`src/hw/scope_trigger_defines.vh`:
```
// Purpose: Constants for the scope pattern trigger unit
// Assumes: 125 MHz system clock, 10 ns duration step
// Notes: Register offsets are APB byte addresses
`ifndef SCOPE_TRIGGER_DEFINES_VH
`define SCOPE_TRIGGER_DEFINES_VH

////////////////////////////////////////////////////////////////////////////////
// Timing
`define CLOCK_PERIOD_NS 8
`define TICK_NS 10
`define AUTO_TIMEOUT_MS 50
// 50 ms of 8 ns clocks, sized to the timeout counter
`define AUTO_TIMEOUT_CYCLES 23'h5F5E10
// One clock of true time has already passed at the restart edge
`define RESTART_PHASE 4'h8

////////////////////////////////////////////////////////////////////////////////
// Register offsets
`define OFS_CONTROL 8'h00
`define OFS_PATTERN 8'h04
`define OFS_WHEN 8'h08
`define OFS_COUNT 8'h0C
`define OFS_DUR_MIN 8'h10
`define OFS_DUR_MAX 8'h14
`define OFS_STATUS 8'h18

////////////////////////////////////////////////////////////////////////////////
// Control fields
`define CTRL_IMMEDIATE 0
`define CTRL_AUTO 1
`define CTRL_ARM 2

// Status fields
`define STAT_WAITING 0
`define STAT_TRIGGERED 1
`define STAT_AUTO 2
`define STAT_ARMED 3
`define STAT_EVENTS_LSB 16

////////////////////////////////////////////////////////////////////////////////
// Reset values and limits
`define IMMEDIATE_RESET 1'b0
`define AUTO_RESET 1'b1
`define PATTERN_RESET 4'h0
`define WHEN_RESET 3'h0
`define COUNT_RESET 15'h0001
`define COUNT_LIMIT 15'h7D00
`define DUR_LOW_LIMIT 24'h000002
`define DUR_HIGH_LIMIT 24'hF42400
`define DUR_MAX_RESET 24'h000003

////////////////////////////////////////////////////////////////////////////////
// Encodings
`define TERM_X 2'h0
`define TERM_H 2'h1
`define TERM_L 2'h2
`define WHEN_ENTERED 3'h0
`define WHEN_EXITED 3'h1
`define WHEN_LONGER 3'h2
`define WHEN_SHORTER 3'h3
`define WHEN_RANGE 3'h4

`endif

```
`src/hw/scope_pattern_trigger_unit.v`:
```
// Purpose: Pattern trigger qualifier with event count and auto-trigger
// Assumes: APB slave, zero wait states; comparator inputs are asynchronous
// Notes: Software arms each acquisition through the control register
//
// Functional notes
// - Auto-trigger on/off, defaults on
// - Auto on: force completion after 50 ms
// - Forced completion sets auto-triggered status
// - Auto off: wait forever, show waiting
// - Condition selector, default pattern entry
// - Entry: trigger on becoming true, counted
// - Exit: trigger on becoming false, counted
// - Longer-than: true at least duration, then false
// - Shorter-than: false before duration elapses
// - Durations 20 ns to 160 ms, 10 ns
// - Range: between minimum and maximum
// - Count one: first event meeting both
// - Later counted events need no duration
// - Trigger after programmed number of events
// - Count 1 to 32000, default 1
// - Terms high, low, don't-care; default don't-care
// - All don't-care never fires
// - Immediate mode triggers without waiting
//
// Added by the designer: the APB register port and the register offsets.
`include "scope_trigger_defines.vh"

module scope_pattern_trigger_unit #(
   parameter [22:0] AUTO_TIMEOUT_CYCLES = `AUTO_TIMEOUT_CYCLES
) (
   input wire clock,
   input wire sys_rst,
   input wire psel,
   input wire penable,
   input wire pwrite,
   input wire [7:0] paddr,
   input wire [31:0] pwdata,
   output reg [31:0] prdata,
   output wire pready,
   output wire pslverr,
   input wire [1:0] chAbove,
   output reg trigger,
   output reg autoTrigger,
   output reg acquireDone,
   output reg waitingForTrigger
);

localparam [2:0] ST_IDLE = 3'b001;
localparam [2:0] ST_WAIT = 3'b010;
localparam [2:0] ST_DONE = 3'b100;

////////////////////////////////////////////////////////////////////////////////
// Configuration and state

reg immediateMode;
reg autoTrig;
reg [3:0] terms;
reg [2:0] whenSel;
reg [14:0] countTarget;
reg [23:0] durMin;
reg [23:0] durMax;
reg [2:0] state;
reg [14:0] eventsSeen;
reg [22:0] timeoutCount;
reg trigFlag;
reg autoFlag;
reg patPrev;
reg [1:0] syncA;
reg [1:0] syncB;
wire [1:0] termOk;
wire [1:0] termUsed;
wire patTrue;
wire patRise;
wire patFall;
wire [23:0] elapsed;
reg durOk;
reg countEvent;
wire lastEvent;
wire [15:0] eventsNext;
wire apbWrite;
wire apbSetup;
reg addrHit;
reg [31:0] readMux;
wire armReq;
reg [14:0] next_count;
reg [23:0] next_min;
reg [23:0] next_max;

////////////////////////////////////////////////////////////////////////////////
// Comparator inputs and pattern match

genvar ch;
generate
   for (ch = 0; ch < 2; ch = ch + 1) begin : gChannel
      always @(posedge clock) begin
         if (sys_rst) begin
            syncA[ch] <= 1'b0;
            syncB[ch] <= 1'b0;
         end else begin
            syncA[ch] <= chAbove[ch];
            syncB[ch] <= syncA[ch];
         end
      end
      // Don't-care terms pass, but do not count as participating
      assign termUsed[ch] = (terms[2*ch+1:2*ch] != `TERM_X);
      assign termOk[ch] = (terms[2*ch+1:2*ch] == `TERM_H) ? syncB[ch] :
                          (terms[2*ch+1:2*ch] == `TERM_L) ? ~syncB[ch] :
                          1'b1;
   end
endgenerate

// A pattern with no participating input is never true
assign patTrue = (&termOk) & (|termUsed);

always @(posedge clock) begin
   if (sys_rst) begin
      patPrev <= 1'b0;
   end else begin
      patPrev <= patTrue;
   end
end

assign patRise = patTrue & ~patPrev;
assign patFall = ~patTrue & patPrev;

duration_timer uTimer (
   .clock(clock),
   .sys_rst(sys_rst),
   .restart(patRise),
   .elapsed(elapsed)
);

////////////////////////////////////////////////////////////////////////////////
// Event qualification

// Elapsed at the falling edge is the true time of the finished pulse
always @* begin
   case (whenSel)
      `WHEN_LONGER: durOk = (elapsed >= durMin);
      `WHEN_SHORTER: durOk = (elapsed < durMin);
      `WHEN_RANGE: durOk = (elapsed > durMin) && (elapsed < durMax);
      default: durOk = 1'b1;
   endcase
end

always @* begin
   case (whenSel)
      `WHEN_ENTERED: countEvent = patRise;
      `WHEN_EXITED: countEvent = patFall;
      // Only the first counted pulse must pass the duration test
      default: countEvent = patFall & ((eventsSeen != 15'h0000) | durOk);
   endcase
end

assign eventsNext = {1'b0, eventsSeen} + 16'h0001;
assign lastEvent = countEvent & (eventsNext >= {1'b0, countTarget});

////////////////////////////////////////////////////////////////////////////////
// Acquisition sequencer

always @(posedge clock) begin
   if (sys_rst) begin
      state <= ST_IDLE;
      eventsSeen <= 15'h0000;
      timeoutCount <= 23'h000000;
      trigFlag <= 1'b0;
      autoFlag <= 1'b0;
      trigger <= 1'b0;
      autoTrigger <= 1'b0;
      acquireDone <= 1'b0;
      waitingForTrigger <= 1'b0;
   end else begin
      trigger <= 1'b0;
      autoTrigger <= 1'b0;
      acquireDone <= 1'b0;
      case (state)
         ST_IDLE, ST_DONE: begin
            waitingForTrigger <= 1'b0;
            if (armReq) begin
               state <= ST_WAIT;
               eventsSeen <= 15'h0000;
               timeoutCount <= 23'h000000;
               trigFlag <= 1'b0;
               autoFlag <= 1'b0;
            end
         end
         ST_WAIT: begin
            waitingForTrigger <= ~autoTrig & ~immediateMode;
            if (immediateMode) begin
               state <= ST_DONE;
               trigFlag <= 1'b1;
               trigger <= 1'b1;
               acquireDone <= 1'b1;
               waitingForTrigger <= 1'b0;
            end else if (lastEvent) begin
               // A real trigger wins over a timeout in the same cycle
               state <= ST_DONE;
               trigFlag <= 1'b1;
               trigger <= 1'b1;
               acquireDone <= 1'b1;
               eventsSeen <= eventsNext[14:0];
               waitingForTrigger <= 1'b0;
            end else if (autoTrig && (timeoutCount == AUTO_TIMEOUT_CYCLES - 23'h000001)) begin
               state <= ST_DONE;
               autoFlag <= 1'b1;
               autoTrigger <= 1'b1;
               acquireDone <= 1'b1;
            end else begin
               if (countEvent) begin
                  eventsSeen <= eventsNext[14:0];
               end
               // Turning auto off mid-wait restarts the 50 ms window
               if (autoTrig) begin
                  timeoutCount <= timeoutCount + 23'h000001;
               end else begin
                  timeoutCount <= 23'h000000;
               end
            end
         end
         default: begin
            state <= ST_IDLE;
            waitingForTrigger <= 1'b0;
         end
      endcase
   end
end

////////////////////////////////////////////////////////////////////////////////
// APB slave

assign pready = 1'b1;
assign apbSetup = psel & ~penable;
assign apbWrite = psel & penable & pwrite & addrHit;
assign pslverr = psel & penable & ~addrHit;
assign armReq = apbWrite && (paddr == `OFS_CONTROL) && pwdata[`CTRL_ARM];

always @* begin
   case (paddr)
      `OFS_CONTROL, `OFS_PATTERN, `OFS_WHEN, `OFS_COUNT,
      `OFS_DUR_MIN, `OFS_DUR_MAX, `OFS_STATUS: addrHit = 1'b1;
      default: addrHit = 1'b0;
   endcase
end

// Out-of-range values are clamped rather than refused
always @* begin
   next_count = pwdata[14:0];
   if (pwdata[31:15] != 17'h00000 || pwdata[14:0] > `COUNT_LIMIT) begin
      next_count = `COUNT_LIMIT;
   end else if (pwdata[14:0] == 15'h0000) begin
      next_count = 15'h0001;
   end
   next_min = pwdata[23:0];
   if (pwdata[31:24] != 8'h00 || pwdata[23:0] > `DUR_HIGH_LIMIT) begin
      next_min = `DUR_HIGH_LIMIT;
   end else if (pwdata[23:0] < `DUR_LOW_LIMIT) begin
      next_min = `DUR_LOW_LIMIT;
   end
   next_max = pwdata[23:0];
   if (pwdata[31:24] != 8'h00 || pwdata[23:0] > `DUR_HIGH_LIMIT) begin
      next_max = `DUR_HIGH_LIMIT;
   end else if (pwdata[23:0] < `DUR_LOW_LIMIT) begin
      next_max = `DUR_LOW_LIMIT;
   end
end

always @(posedge clock) begin
   if (sys_rst) begin
      immediateMode <= `IMMEDIATE_RESET;
      autoTrig <= `AUTO_RESET;
      terms <= `PATTERN_RESET;
      whenSel <= `WHEN_RESET;
      countTarget <= `COUNT_RESET;
      durMin <= `DUR_LOW_LIMIT;
      durMax <= `DUR_MAX_RESET;
   end else if (apbWrite) begin
      case (paddr)
         `OFS_CONTROL: begin
            immediateMode <= pwdata[`CTRL_IMMEDIATE];
            autoTrig <= pwdata[`CTRL_AUTO];
         end
         `OFS_PATTERN: terms <= pwdata[3:0];
         `OFS_WHEN: begin
            // Unused codes fall back to entry
            if (pwdata[2:0] > `WHEN_RANGE) begin
               whenSel <= `WHEN_ENTERED;
            end else begin
               whenSel <= pwdata[2:0];
            end
         end
         `OFS_COUNT: countTarget <= next_count;
         `OFS_DUR_MIN: durMin <= next_min;
         `OFS_DUR_MAX: durMax <= next_max;
         default: begin
         end
      endcase
   end
end

always @* begin
   readMux = 32'h00000000;
   case (paddr)
      `OFS_CONTROL: begin
         readMux[`CTRL_IMMEDIATE] = immediateMode;
         readMux[`CTRL_AUTO] = autoTrig;
      end
      `OFS_PATTERN: readMux[3:0] = terms;
      `OFS_WHEN: readMux[2:0] = whenSel;
      `OFS_COUNT: readMux[14:0] = countTarget;
      `OFS_DUR_MIN: readMux[23:0] = durMin;
      `OFS_DUR_MAX: readMux[23:0] = durMax;
      `OFS_STATUS: begin
         readMux[`STAT_WAITING] = waitingForTrigger;
         readMux[`STAT_TRIGGERED] = trigFlag;
         readMux[`STAT_AUTO] = autoFlag;
         readMux[`STAT_ARMED] = (state == ST_WAIT);
         readMux[`STAT_EVENTS_LSB+14:`STAT_EVENTS_LSB] = eventsSeen;
      end
      default: readMux = 32'h00000000;
   endcase
end

// Read data is captured in the setup phase so it comes from a register
always @(posedge clock) begin
   if (sys_rst) begin
      prdata <= 32'h00000000;
   end else if (apbSetup) begin
      prdata <= readMux;
   end
end

endmodule // scope_pattern_trigger_unit

```
`src/hw/duration_timer.v`:
```
// Purpose: Measures how long the pattern has been true, in 10 ns ticks
// Assumes: Clock period shorter than one tick
// Notes: Saturates at the top count
`include "scope_trigger_defines.vh"

module duration_timer (
   input wire clock,
   input wire sys_rst,
   input wire restart,
   output reg [23:0] elapsed
);

reg [3:0] phase;
wire [31:0] phaseSum;
wire tick;
wire [31:0] next_phase;

// Fractional step: 8 ns per clock builds 10 ns ticks with no drift
assign phaseSum = {28'h0000000, phase} + `CLOCK_PERIOD_NS;
assign tick = (phaseSum >= `TICK_NS);
assign next_phase = tick ? (phaseSum - `TICK_NS) : phaseSum;

always @(posedge clock) begin
   if (sys_rst) begin
      phase <= 4'h0;
      elapsed <= 24'h000000;
   end else if (restart) begin
      // Pattern was already true one clock before restart, so count it
      phase <= `RESTART_PHASE;
      elapsed <= 24'h000000;
   end else begin
      phase <= next_phase[3:0];
      if (tick && (elapsed != 24'hFFFFFF)) begin
         elapsed <= elapsed + 24'h000001;
      end
   end
end

endmodule // duration_timer

```
`config.mk`:
```
export PLATFORM = sky130hd
export DESIGN_NAME = scope_pattern_trigger_unit
export DESIGN_NICKNAME = d
export VERILOG_FILES = /design/src/hw/scope_pattern_trigger_unit.v /design/src/hw/duration_timer.v
export VERILOG_INCLUDE_DIRS = /design/src /design/src/hw
export SDC_FILE = /design/constraint.sdc
export NUM_CORES = 1
export LEC_CHECK = 0
export BUFFER_PORTS_ARGS = -buffer_cell sky130_fd_sc_hd__buf_4
export CORE_UTILIZATION = 60
export DETAILED_ROUTE_END_ITERATION = 8
export PLACE_DENSITY_LB_ADDON = 0.15
export SYNTH_ARGS = -nofsm -noshare
export SYNTH_HDL_FRONTEND = slang
export SYNTH_HIERARCHICAL = 1
export SYNTH_SLANG_ARGS = --single-unit
```
`constraint.sdc`:
```
create_clock -name clock -period 5 [get_ports clock]
set_input_delay 0 -clock clock [delete_from_list [all_inputs] [get_ports clock]]
set_output_delay 0 -clock clock [all_outputs]
set_load 0.01 [all_outputs]
```
# == After elaboration in Yosys (flattened, before gate mapping) ==
# Cells that the tools add are included.
# word_totals
word_cells,174
ff_bits,183
input_bits,47
out_inout_bits,38
# classes
n_addsub,5
n_eq_ne,28
n_reduce_logical,34
bitwise_logic,21
muxes,51
order_cmp,10
# op_table
op,n
23-bit 2-to-1 mux,5
15-bit 2-to-1 mux,7
24-bit less-than comparator,2
24-bit 2-to-1 mux,2
23-bit case mux with 2 select lines,1
11-bit case mux with 3 select lines,1
15-bit case mux with 2 select lines,1
"24-bit by 1-bit adder with 24-bit output, second input constant",1
"8-bit by 5-bit == test with 1-bit output, second input constant",3
24-bit greater-or-equal comparator,1
24-bit > comparator,1
"24-bit > comparator, second input constant",1
"24-bit by 2-bit less-than comparator with 1-bit output, second input constant",1
"24-bit != test, second input constant",1
8-bit case mux with 3 select lines,1
"23-bit by 1-bit adder with 23-bit output, second input constant",1
"23-bit == test, second input constant",1
17-bit nonzero test,1
"15-bit by 1-bit adder with 16-bit output, second input constant",1
"8-bit by 4-bit == test with 1-bit output, second input constant",2
16-bit by 15-bit greater-or-equal comparator with 1-bit output,1
1-bit 2-to-1 mux,16
2-bit AND reduction,8
"15-bit > comparator, second input constant",1
other kinds (38),88

# == Logic depth before layout (Yosys ltp) ==
# Gate-level depths: netlist (run 1).
# logic_depth
depth_word,14
depth_mapped,18

# == Hierarchy ==
# Netlist (run 1), hierarchy kept.
# modules_own_cells
module,cells_per_inst,instances,seq_area_each_um2,area_each_um2
scope_pattern_trigger_unit,1097,1,3103.0,8618.3
duration_timer,155,1,540.5,1357.6

# == Worst setup path before layout (run 1) ==
# OpenSTA, ideal clock, no wires.
# synth_timing
path_type,register -> register
startpoint,register eventsSeen[0]
endpoint,register timeoutCount[22]
setup_slack_ns,1.351
n_path_buf,0
required_ns,4.929
arrival_time_ns,3.577
period_less_slack_ns,3.649
stages_incl_launch_ff,18
path_cell_list,dfxtp_1 and3_1 nand4_1 nor2b_1 nand4_1 or2_2 nand2_1 ha_1 nand3_1 nor3_1 o2bb2ai_1 a2111o_1 a41oi_1 inv_1 a211oi_2 o21ai_2 or4_1 a21oi_1
# synth_between
elab_chain_cells,7
word_cells_on_any_way,9
classes_between,1 x add/sub; 1 x order compare; 1 x eq/ne; 1 x mux; 3 x bitwise; 2 x reduce/logical
# synth_rtl
element,line_no,source
start: declaration,scope_pattern_trigger_unit.v:63,reg [14:0] eventsSeen;
start signal: assignment,scope_pattern_trigger_unit.v:201,eventsSeen <= eventsNext[14:0];
start signal: assignment,scope_pattern_trigger_unit.v:210,eventsSeen <= eventsNext[14:0];
branches (longest 4 deep; another with 15-bit by 1-bit adder with 16-bit output),-,
1-bit AND (*),scope_pattern_trigger_unit.v:156,"assign lastEvent = countEvent & (eventsNext >= {1'b0, countTarget});"
2-bit != test (no source line) (*),-,
5-bit AND reduction (no source line) (*),-,
end signal: assignment,scope_pattern_trigger_unit.v:214,timeoutCount <= timeoutCount + 23'h000001;
end: declaration,scope_pattern_trigger_unit.v:64,reg [22:0] timeoutCount;
# Every way passes the cells marked *.
# A chain may end at the register's enable or synchronous reset.

# == Worst setup path after layout (run 1) ==
# layout_timing
startpoint,register eventsSeen[0]
endpoint,register timeoutCount[13]
# Same word-level chain as after synthesis.

==> impl_results.md, run 1 <==
- Top cells by area in the synthesized netlist: sky130_fd_sc_hd__dfxtp_1 (37%), sky130_fd_sc_hd__ha_1 (8.7%), sky130_fd_sc_hd__a21oi_1 (5.5%), sky130_fd_sc_hd__nand2_1 (5.3%), sky130_fd_sc_hd__nor2_1 (4.5%)
- Number of enable flip-flop cells after synthesis: 0
- Upper clock frequency limit: 230 MHz
- Maximum level of the CTS H-tree: 4
- Ant. Diodes: 0
- Effective utilization at floorplan: 0.621
- Data arrival time of the critical path: 4690 ps
- Number of antenna violations at the first check in global routing: 0
- Yosys top cell area share: 0.365
- Number of cells upsized or downsized after cts: 0
- Wire length of the first global-routing pass: 45000 um
- Critical path required time: 5330 ps
- Pleak: 0.00440 uW
- Number of cells produced by synthesis: 1252
- Residual DRC count: 0
- RSZ-0062 raised after global routing: no
- Vias in the first global route: 8824
- Max Cap Viol: 0
- Final setup fails: 0
- Final number of max-transition violations: 0
- Final HPWL from detailed placement: 20100 um
- Number of top-level design ports: 85
- Die Outline Area: 17100 sq um
- Internal Power: 2250 uW
- Most numerous cell types in the synthesized netlist: sky130_fd_sc_hd__dfxtp_1 (182), sky130_fd_sc_hd__nand2_1 (141), sky130_fd_sc_hd__nor2_1 (120)
- Antenna-violating nets left: 0
- Routed length per instance: 18.4 um
- Fin Setup TNS: 0 ps
- Sequential cell area fraction in the yosys report: 0.365
- CTS tree: done
- Number of distinct library cells after synthesis: 69
- Share of power burned in registers: 0.495
- GRT Residual Overflow: 0
- Number of inserted filler cells in the final layout: 1300
- Worst relative slew slack: 0.235
- Final design utilization: 0.721
- Final total power: 3020 uW
- Area of the mapped netlist: 9980 sq um
- Final Skew: 9.80 ps
- Initial DRT Pass Iterations: 6
- Proportion of power drawn by combinational gates: 0.091
- Final layout net count: 1452
- Power share of the clock group: 0.414
- CTS max path bufs: 2
- Design Area, Final: 11600 sq um
- Final Wtd Congestion: 0.921
- Die extent in x: 131 um
- Result of the run: finished clean
- Cell area after placement: 10700 sq um
- Via/cell ratio: 6.19
- Root cell of the clock tree: sky130_fd_sc_hd__clkbuf_16
- Clock Sinks: 182
- Flop and latch count out of synthesis: 182
- Post-route minimum period: 4350 ps
- Post-synthesis net count: 1368
- Worst-case vdd ir drop: 0.244 mV
- Worst-path clk slew: 70 ps
- Number of synthesis warnings: 6
- Fraction of layout instances using a drive strength above 1: 0.113
- Insertion delay of the later-clocked pin in the worst-skew pair: 430 ps
- Top flip-flop cell by instance count after synthesis: sky130_fd_sc_hd__dfxtp_1
- Avg Inst Size Synth: 7.97 sq um
- Area growth from synthesis to layout: 16.1%
- Drt first-iter violations: 873
- Maximum fanout along the worst path: 8
- Area of the placeable core: 16100 sq um
- Length in cells of the worst reg-to-reg path: 17
- Crit. End Element: register
- Worst Setup Start Kind: register
- Routed vias: 9694
- Count of port buffers added during placement: 82
- Async SR Flop Fraction: 0
- Crit Path Category: reg2reg
- Die extent in y: 131 um
- Number of CTS-inserted buffers: 17
- Slew at the pin with the worst max-slew slack: 1140 ps
- Number of cells traversed by the worst hold path: 4
- Net switching power: 771 uW
- Count of final hold-check violations: 0
- Class of the worst hold path: in2reg
- Switching share of power: 0.255
- Largest net degree at the start of global routing: 75
- Site Rows: 46
- Power density cells: 261 nW/um^2
- Drt total wl: 28800 um
- Cell type contributing the most total cell area after synthesis: sky130_fd_sc_hd__dfxtp_1
- Share of the clock period used by the worst path: 0.871
- Most common cell in the synthesized netlist: sky130_fd_sc_hd__dfxtp_1
- Global Route Usage Sum: 0.345
[state kept, by name, indices dropped and copies added, names as in the netlist, 2 cells and up, named ones only]
register / cells
eventsSeen: 15
uTimer/phase: 2
countTarget: 15
prdata: 31
timeoutCount: 23
durMax: 24
durMin: 24
whenSel: 3
terms: 4
state: 3
syncA: 2
uTimer/elapsed: 24
syncB: 2
[per-stage QoR]
stage,cells,hold WS (ps),setup WS (ps)
floorplan,1252,72.4,1350
global placement,1502,214,900
detailed placement,1502,233,738
CTS,1565,72.6,752
global route,1565,95.0,396
finish,1565,79.3,646
[kinds of logic after synthesis]
group,count (synthesis),synth area share
and+or+nand+nor,502,0.245
AOI/OAI and AO/OA,314,0.208
DFF,182,0.365
buffers and inverters,139,0.0538
adders and majority gates,69,0.0865
xor gates and xnor gates,27,0.0237
muxes,17,0.0171
other,2,0.000753
[final timing paths]
check                              from                            end  slack, ps
max reg2reg  eventsSeen[0]$_SDFFE_PP0P_  timeoutCount[13]$_SDFFE_PP0P_        650
min                            paddr[2]         prdata[1]$_SDFFE_PP0P_         80
max          eventsSeen[0]$_SDFFE_PP0P_  timeoutCount[13]$_SDFFE_PP0P_        650
min reg2reg         syncA[1]$_SDFF_PP0_            syncB[1]$_SDFF_PP0_        440
[cells in the final DEF, fill, tap and decap left out, types with 6 or more instances in the layout]
cell and n:
sky130_fd_sc_hd__dfxtp_1 182, sky130_fd_sc_hd__nand2_1 141, sky130_fd_sc_hd__nor2_1 119, sky130_fd_sc_hd__a21oi_1 110, sky130_fd_sc_hd__buf_4 97, sky130_fd_sc_hd__inv_1 76, sky130_fd_sc_hd__nand3_1 70, sky130_fd_sc_hd__ha_1 69
sky130_fd_sc_hd__o21ai_0 38, sky130_fd_sc_hd__dlygate4sd3_1 31, sky130_fd_sc_hd__a22oi_1 26, sky130_fd_sc_hd__nand4_1 25, sky130_fd_sc_hd__and3_1 23, sky130_fd_sc_hd__a211oi_1 23, sky130_fd_sc_hd__o211ai_1 21, sky130_fd_sc_hd__xor2_1 20
sky130_fd_sc_hd__nor3_1 19, sky130_fd_sc_hd__nor2b_1 18, sky130_fd_sc_hd__mux2i_1 17, sky130_fd_sc_hd__clkbuf_16 17, sky130_fd_sc_hd__or3_1 14, sky130_fd_sc_hd__nor4_1 13, sky130_fd_sc_hd__a21o_1 11, sky130_fd_sc_hd__a31oi_1 10
sky130_fd_sc_hd__nand2b_1 9, sky130_fd_sc_hd__and2_1 8, sky130_fd_sc_hd__or4_1 8, sky130_fd_sc_hd__a32o_1 8, sky130_fd_sc_hd__o31ai_1 8, sky130_fd_sc_hd__xnor2_1 7, sky130_fd_sc_hd__or2_2 7, sky130_fd_sc_hd__a221oi_1 6
sky130_fd_sc_hd__nor4b_1 6, sky130_fd_sc_hd__o22ai_1 6
[metal layers]
metal  up-vias  routed length [um]  track usage
met1      4546               12600        0.467
met4         0                 765        0.128
li1       4671                   -            -
met3        59                2320       0.0615
met2       418               13100        0.547
met5         -                   0            0
[cell type report]
class	instances	area (sq um)	area share
repair buffers	128	1040	0.0897
clock buffers	21	460	0.0397
well taps	216	270	0.0233
flip-flops and latches	182	3640	0.315
clock inverters	11	77.6	0.00670
inverters	76	285	0.0246
multi-input cells	931	5810	0.501
[worst max-delay path: stages, from the launching register on]
cell and delay, ps:
sky130_fd_sc_hd__dfxtp_1 470, sky130_fd_sc_hd__and3_1 230, sky130_fd_sc_hd__nand4_1 170, sky130_fd_sc_hd__nor2b_1 280
sky130_fd_sc_hd__nand4_1 150, sky130_fd_sc_hd__or2_2 320, sky130_fd_sc_hd__nand2_1 80, sky130_fd_sc_hd__ha_1 230
sky130_fd_sc_hd__nand3_1 120, sky130_fd_sc_hd__nor3_1 80, sky130_fd_sc_hd__o2bb2ai_1 120, sky130_fd_sc_hd__a2111o_1 370
sky130_fd_sc_hd__a41oi_1 240, sky130_fd_sc_hd__inv_1 110, sky130_fd_sc_hd__a21oi_1 360, sky130_fd_sc_hd__a21oi_1 130
sky130_fd_sc_hd__o21ai_1 540, sky130_fd_sc_hd__o21ba_2 240
[repair_timing]
action | in CTS | in global routing
hold buffers | 31 | 0
hold endpoints to repair | 72 | 0
buffers inserted | 0 | 0
[power groups by stage]
stage	sequential (uW)	combinational, uW	clock [uW]
finish	1490	274	1250
global route	1500	303	1310
CTS	1490	270	1250
detailed placement	1530	249	0
global placement	1530	244	0
floorplan	1520	167	0
Power figures use the tool's default switching activity.
==> run 2: changes to the inputs <==
--- a/config.mk
+++ b/config.mk
@@ -8,8 +8,9 @@
 export LEC_CHECK = 0
 export BUFFER_PORTS_ARGS = -buffer_cell sky130_fd_sc_hd__buf_4
 export CORE_UTILIZATION = 60
+export CTS_BUF_LIST = sky130_fd_sc_hd__clkbuf_16
 export DETAILED_ROUTE_END_ITERATION = 8
-export PLACE_DENSITY_LB_ADDON = 0.15
+export PLACE_DENSITY = 0.8
 export SYNTH_ARGS = -nofsm -noshare
 export SYNTH_HDL_FRONTEND = slang
 export SYNTH_HIERARCHICAL = 1
==> run 2 against run 1 <==
- the flow now finishes with violations (negative hold slack)
- wire length increased by 1.4%
- sequential share of layout area up 0.058 points
- clock power increased by 6%
- first-iteration DRC count rose by 30%
- global-route usage grew 0.59 points
- core utilization fell by 0.13 points
- register-to-register slack better by 120 ps
- total power is 2.3% higher
- die area is the same
- non-clock buffer count shrank 5
- largest cell class unchanged
==> impl_results.md, run 2 (same netlist as run 1, synthesis figures left out) <==
- Result of the run: finished with violations
- Violated checks: negative hold slack
- Critical path required time: 5340 ps
- Wire length of the first global-routing pass: 46100 um
- Number of cells upsized or downsized after cts: 0
- Placement Setup Slack: 790 ps
- RSZ-0062 raised after global routing: no
- Number of antenna violations at the first check in global routing: 0
- Final Skew: 5.57 ps
- Post-route minimum period: 4230 ps
- CP max-delay cell: sky130_fd_sc_hd__o21ai_1
- Number of top-level design ports: 85
- Final layout net count: 1447
- Vias in the first global route: 9032
- Pleak: 0.00438 uW
- Final non-filler cell total: 1560
- Worst relative slew slack: 0.195
- Reg area: 3640 sq um
- Final number of max-transition violations: 0
- Final setup fails: 0
- Number of inserted filler cells in the final layout: 1272
- Area growth from synthesis to layout: 15.9%
- Share of the clock period used by the worst path: 0.847
- CTS tree: done
- Post CTS Setup Buffer Count: 0
- Ant. Diodes: 0
- CTS max path bufs: 2
- Slew at the pin with the worst max-slew slack: 1210 ps
- Upper clock frequency limit: 236 MHz
- Worst setup margin: 767 ps
- Data arrival time of the critical path: 4570 ps
- Routed length per instance: 18.7 um
- Worst Setup Start Kind: register
- Die extent in y: 131 um
- Count of final hold-check violations: 1
- Commonest cells after routing, fill and taps aside: sky130_fd_sc_hd__dfxtp_1 (182), sky130_fd_sc_hd__nand2_1 (141), sky130_fd_sc_hd__nor2_1 (119)
- Worst-case vdd ir drop: 0.254 mV
- Maximum level of the CTS H-tree: 4
- Fin Setup TNS: 0 ps
- Initial DRT Pass Iterations: 6
- Crit Path Category: reg2reg
- Site Rows: 46
- Drt first-iter violations: 1139
- Worst-path clk slew: 70 ps
- Placed insts: 1502
- Area of the placeable core: 16100 sq um
- Final total power: 3090 uW
- Cell breakdown of the critical path: and3_1, nand4_1, nor2b_1, nand4_1, or2_2, nand2_1, ha_1, nand3_1, nor3_1, o2bb2ai_1, a2111o_1, a41oi_1, inv_1, a21oi_1, a21oi_1, o21ai_1, o21ba_2
- Largest net degree at the start of global routing: 70
- Hold_ws: -2.34 ps
- Power density cells: 267 nW/um^2
- Insertion delay of the later-clocked pin in the worst-skew pair: 440 ps
- Register ranked first by flip-flop count: prdata
- Maximum fanout along the worst path: 8
- Max Cap Viol: 0
- Root cell of the clock tree: sky130_fd_sc_hd__clkbuf_16
- Number of CTS-inserted buffers: 17
- Antenna-violating nets left: 0
- Global Route Usage Sum: 0.350
- Count of port buffers added during placement: 82
- Fraction of layout instances using a drive strength above 1: 0.114
- Routed vias: 9861
- Number of flip-flops under the largest register name: 31
- Drt total wl: 29200 um
- Via/cell ratio: 6.32
- Clock Sinks: 182
- Die extent in x: 131 um
- Die Outline Area: 17100 sq um
- Final Wtd Congestion: 0.910
- Footprint of the multi-input gates: 5810 sq um
- Crit. End Element: register
- Class of the worst hold path: in2reg
- Effective utilization at floorplan: 0.621
- Final HPWL from detailed placement: 20300 um
- Residual DRC count: 0
- GRT Residual Overflow: 0
- Leading cell type in the layout, fill and taps excluded: sky130_fd_sc_hd__dfxtp_1
- Final design utilization: 0.720
- Worst path max stage delay: 500 ps
run 2: final cells by class:
class | instances | area share
Tap cell | 216 | 0.0234
Inverter | 76 | 0.0247
Clock buffer | 17 | 0.0368
Timing Repair Buffer | 123 | 0.0855
Clock inverter | 15 | 0.0118
Sequential cell | 182 | 0.315
Multi-Input combinational cell | 931 | 0.503
run 2: worst max-delay path, delay by kind of cell, from the launching register on:
family / cells / cell delay (ps)
flip-flops: 1 / 480
adder cells (fa/ha/maj): 1 / 230
AND/OR/NAND/NOR: 8 / 1410
AO/OA/AOI/OAI: 7 / 1930
buffers and inverters: 1 / 100
run 2: final timing paths:
| path | startpoint | endpoint | slack (ps) | cells after the start |
|---|---|---|---|---|
| setup / recovery | eventsSeen[0]$_SDFFE_PP0P_ | timeoutCount[13]$_SDFFE_PP0P_ | 770 | 17 |
| hold / removal | sys_rst | uTimer/phase[3]$_SDFF_PP0_ | -2 | 2 |
| setup reg to reg | eventsSeen[0]$_SDFFE_PP0P_ | timeoutCount[13]$_SDFFE_PP0P_ | 770 | 17 |
| hold reg to reg | syncA[1]$_SDFF_PP0_ | syncB[1]$_SDFF_PP0_ | 440 | 1 |
run 2: metrics by stage:
step / hold slack, ps / instance area [sq um]
after floorplan: 72.4 / 9980
after global placement: 215 / 10700
after detailed placement: 218 / 10700
after CTS: 13.9 / 11600
after global routing: 15.7 / 11600
final: -2.34 / 11600
run 2: where the power goes:
group / switching, uW / internal, uW / total, uW / leakage (uW)
combinational: 165 / 115 / 280 / 0.00264
sequential: 20.7 / 1470 / 1490 / 0.00147
clock: 589 / 728 / 1320 / 0.000272
total: 775 / 2320 / 3090 / 0.00438
run 2: routing by layer:
| metal | track usage | wire [um] | up-vias |
|---|---|---|---|
| met5 | 0 | 0 | - |
| met4 | 0.143 | 931 | 0 |
| met3 | 0.0835 | 2790 | 80 |
| met2 | 0.553 | 13100 | 535 |
| met1 | 0.460 | 12400 | 4582 |
| li1 | - | - | 4664 |
run 2: timing repair:
item	4_1_cts	5_1_grt
hold buffers	26	0
endpoints found under the setup margin	0	0
endpoints found under the hold margin	68	0
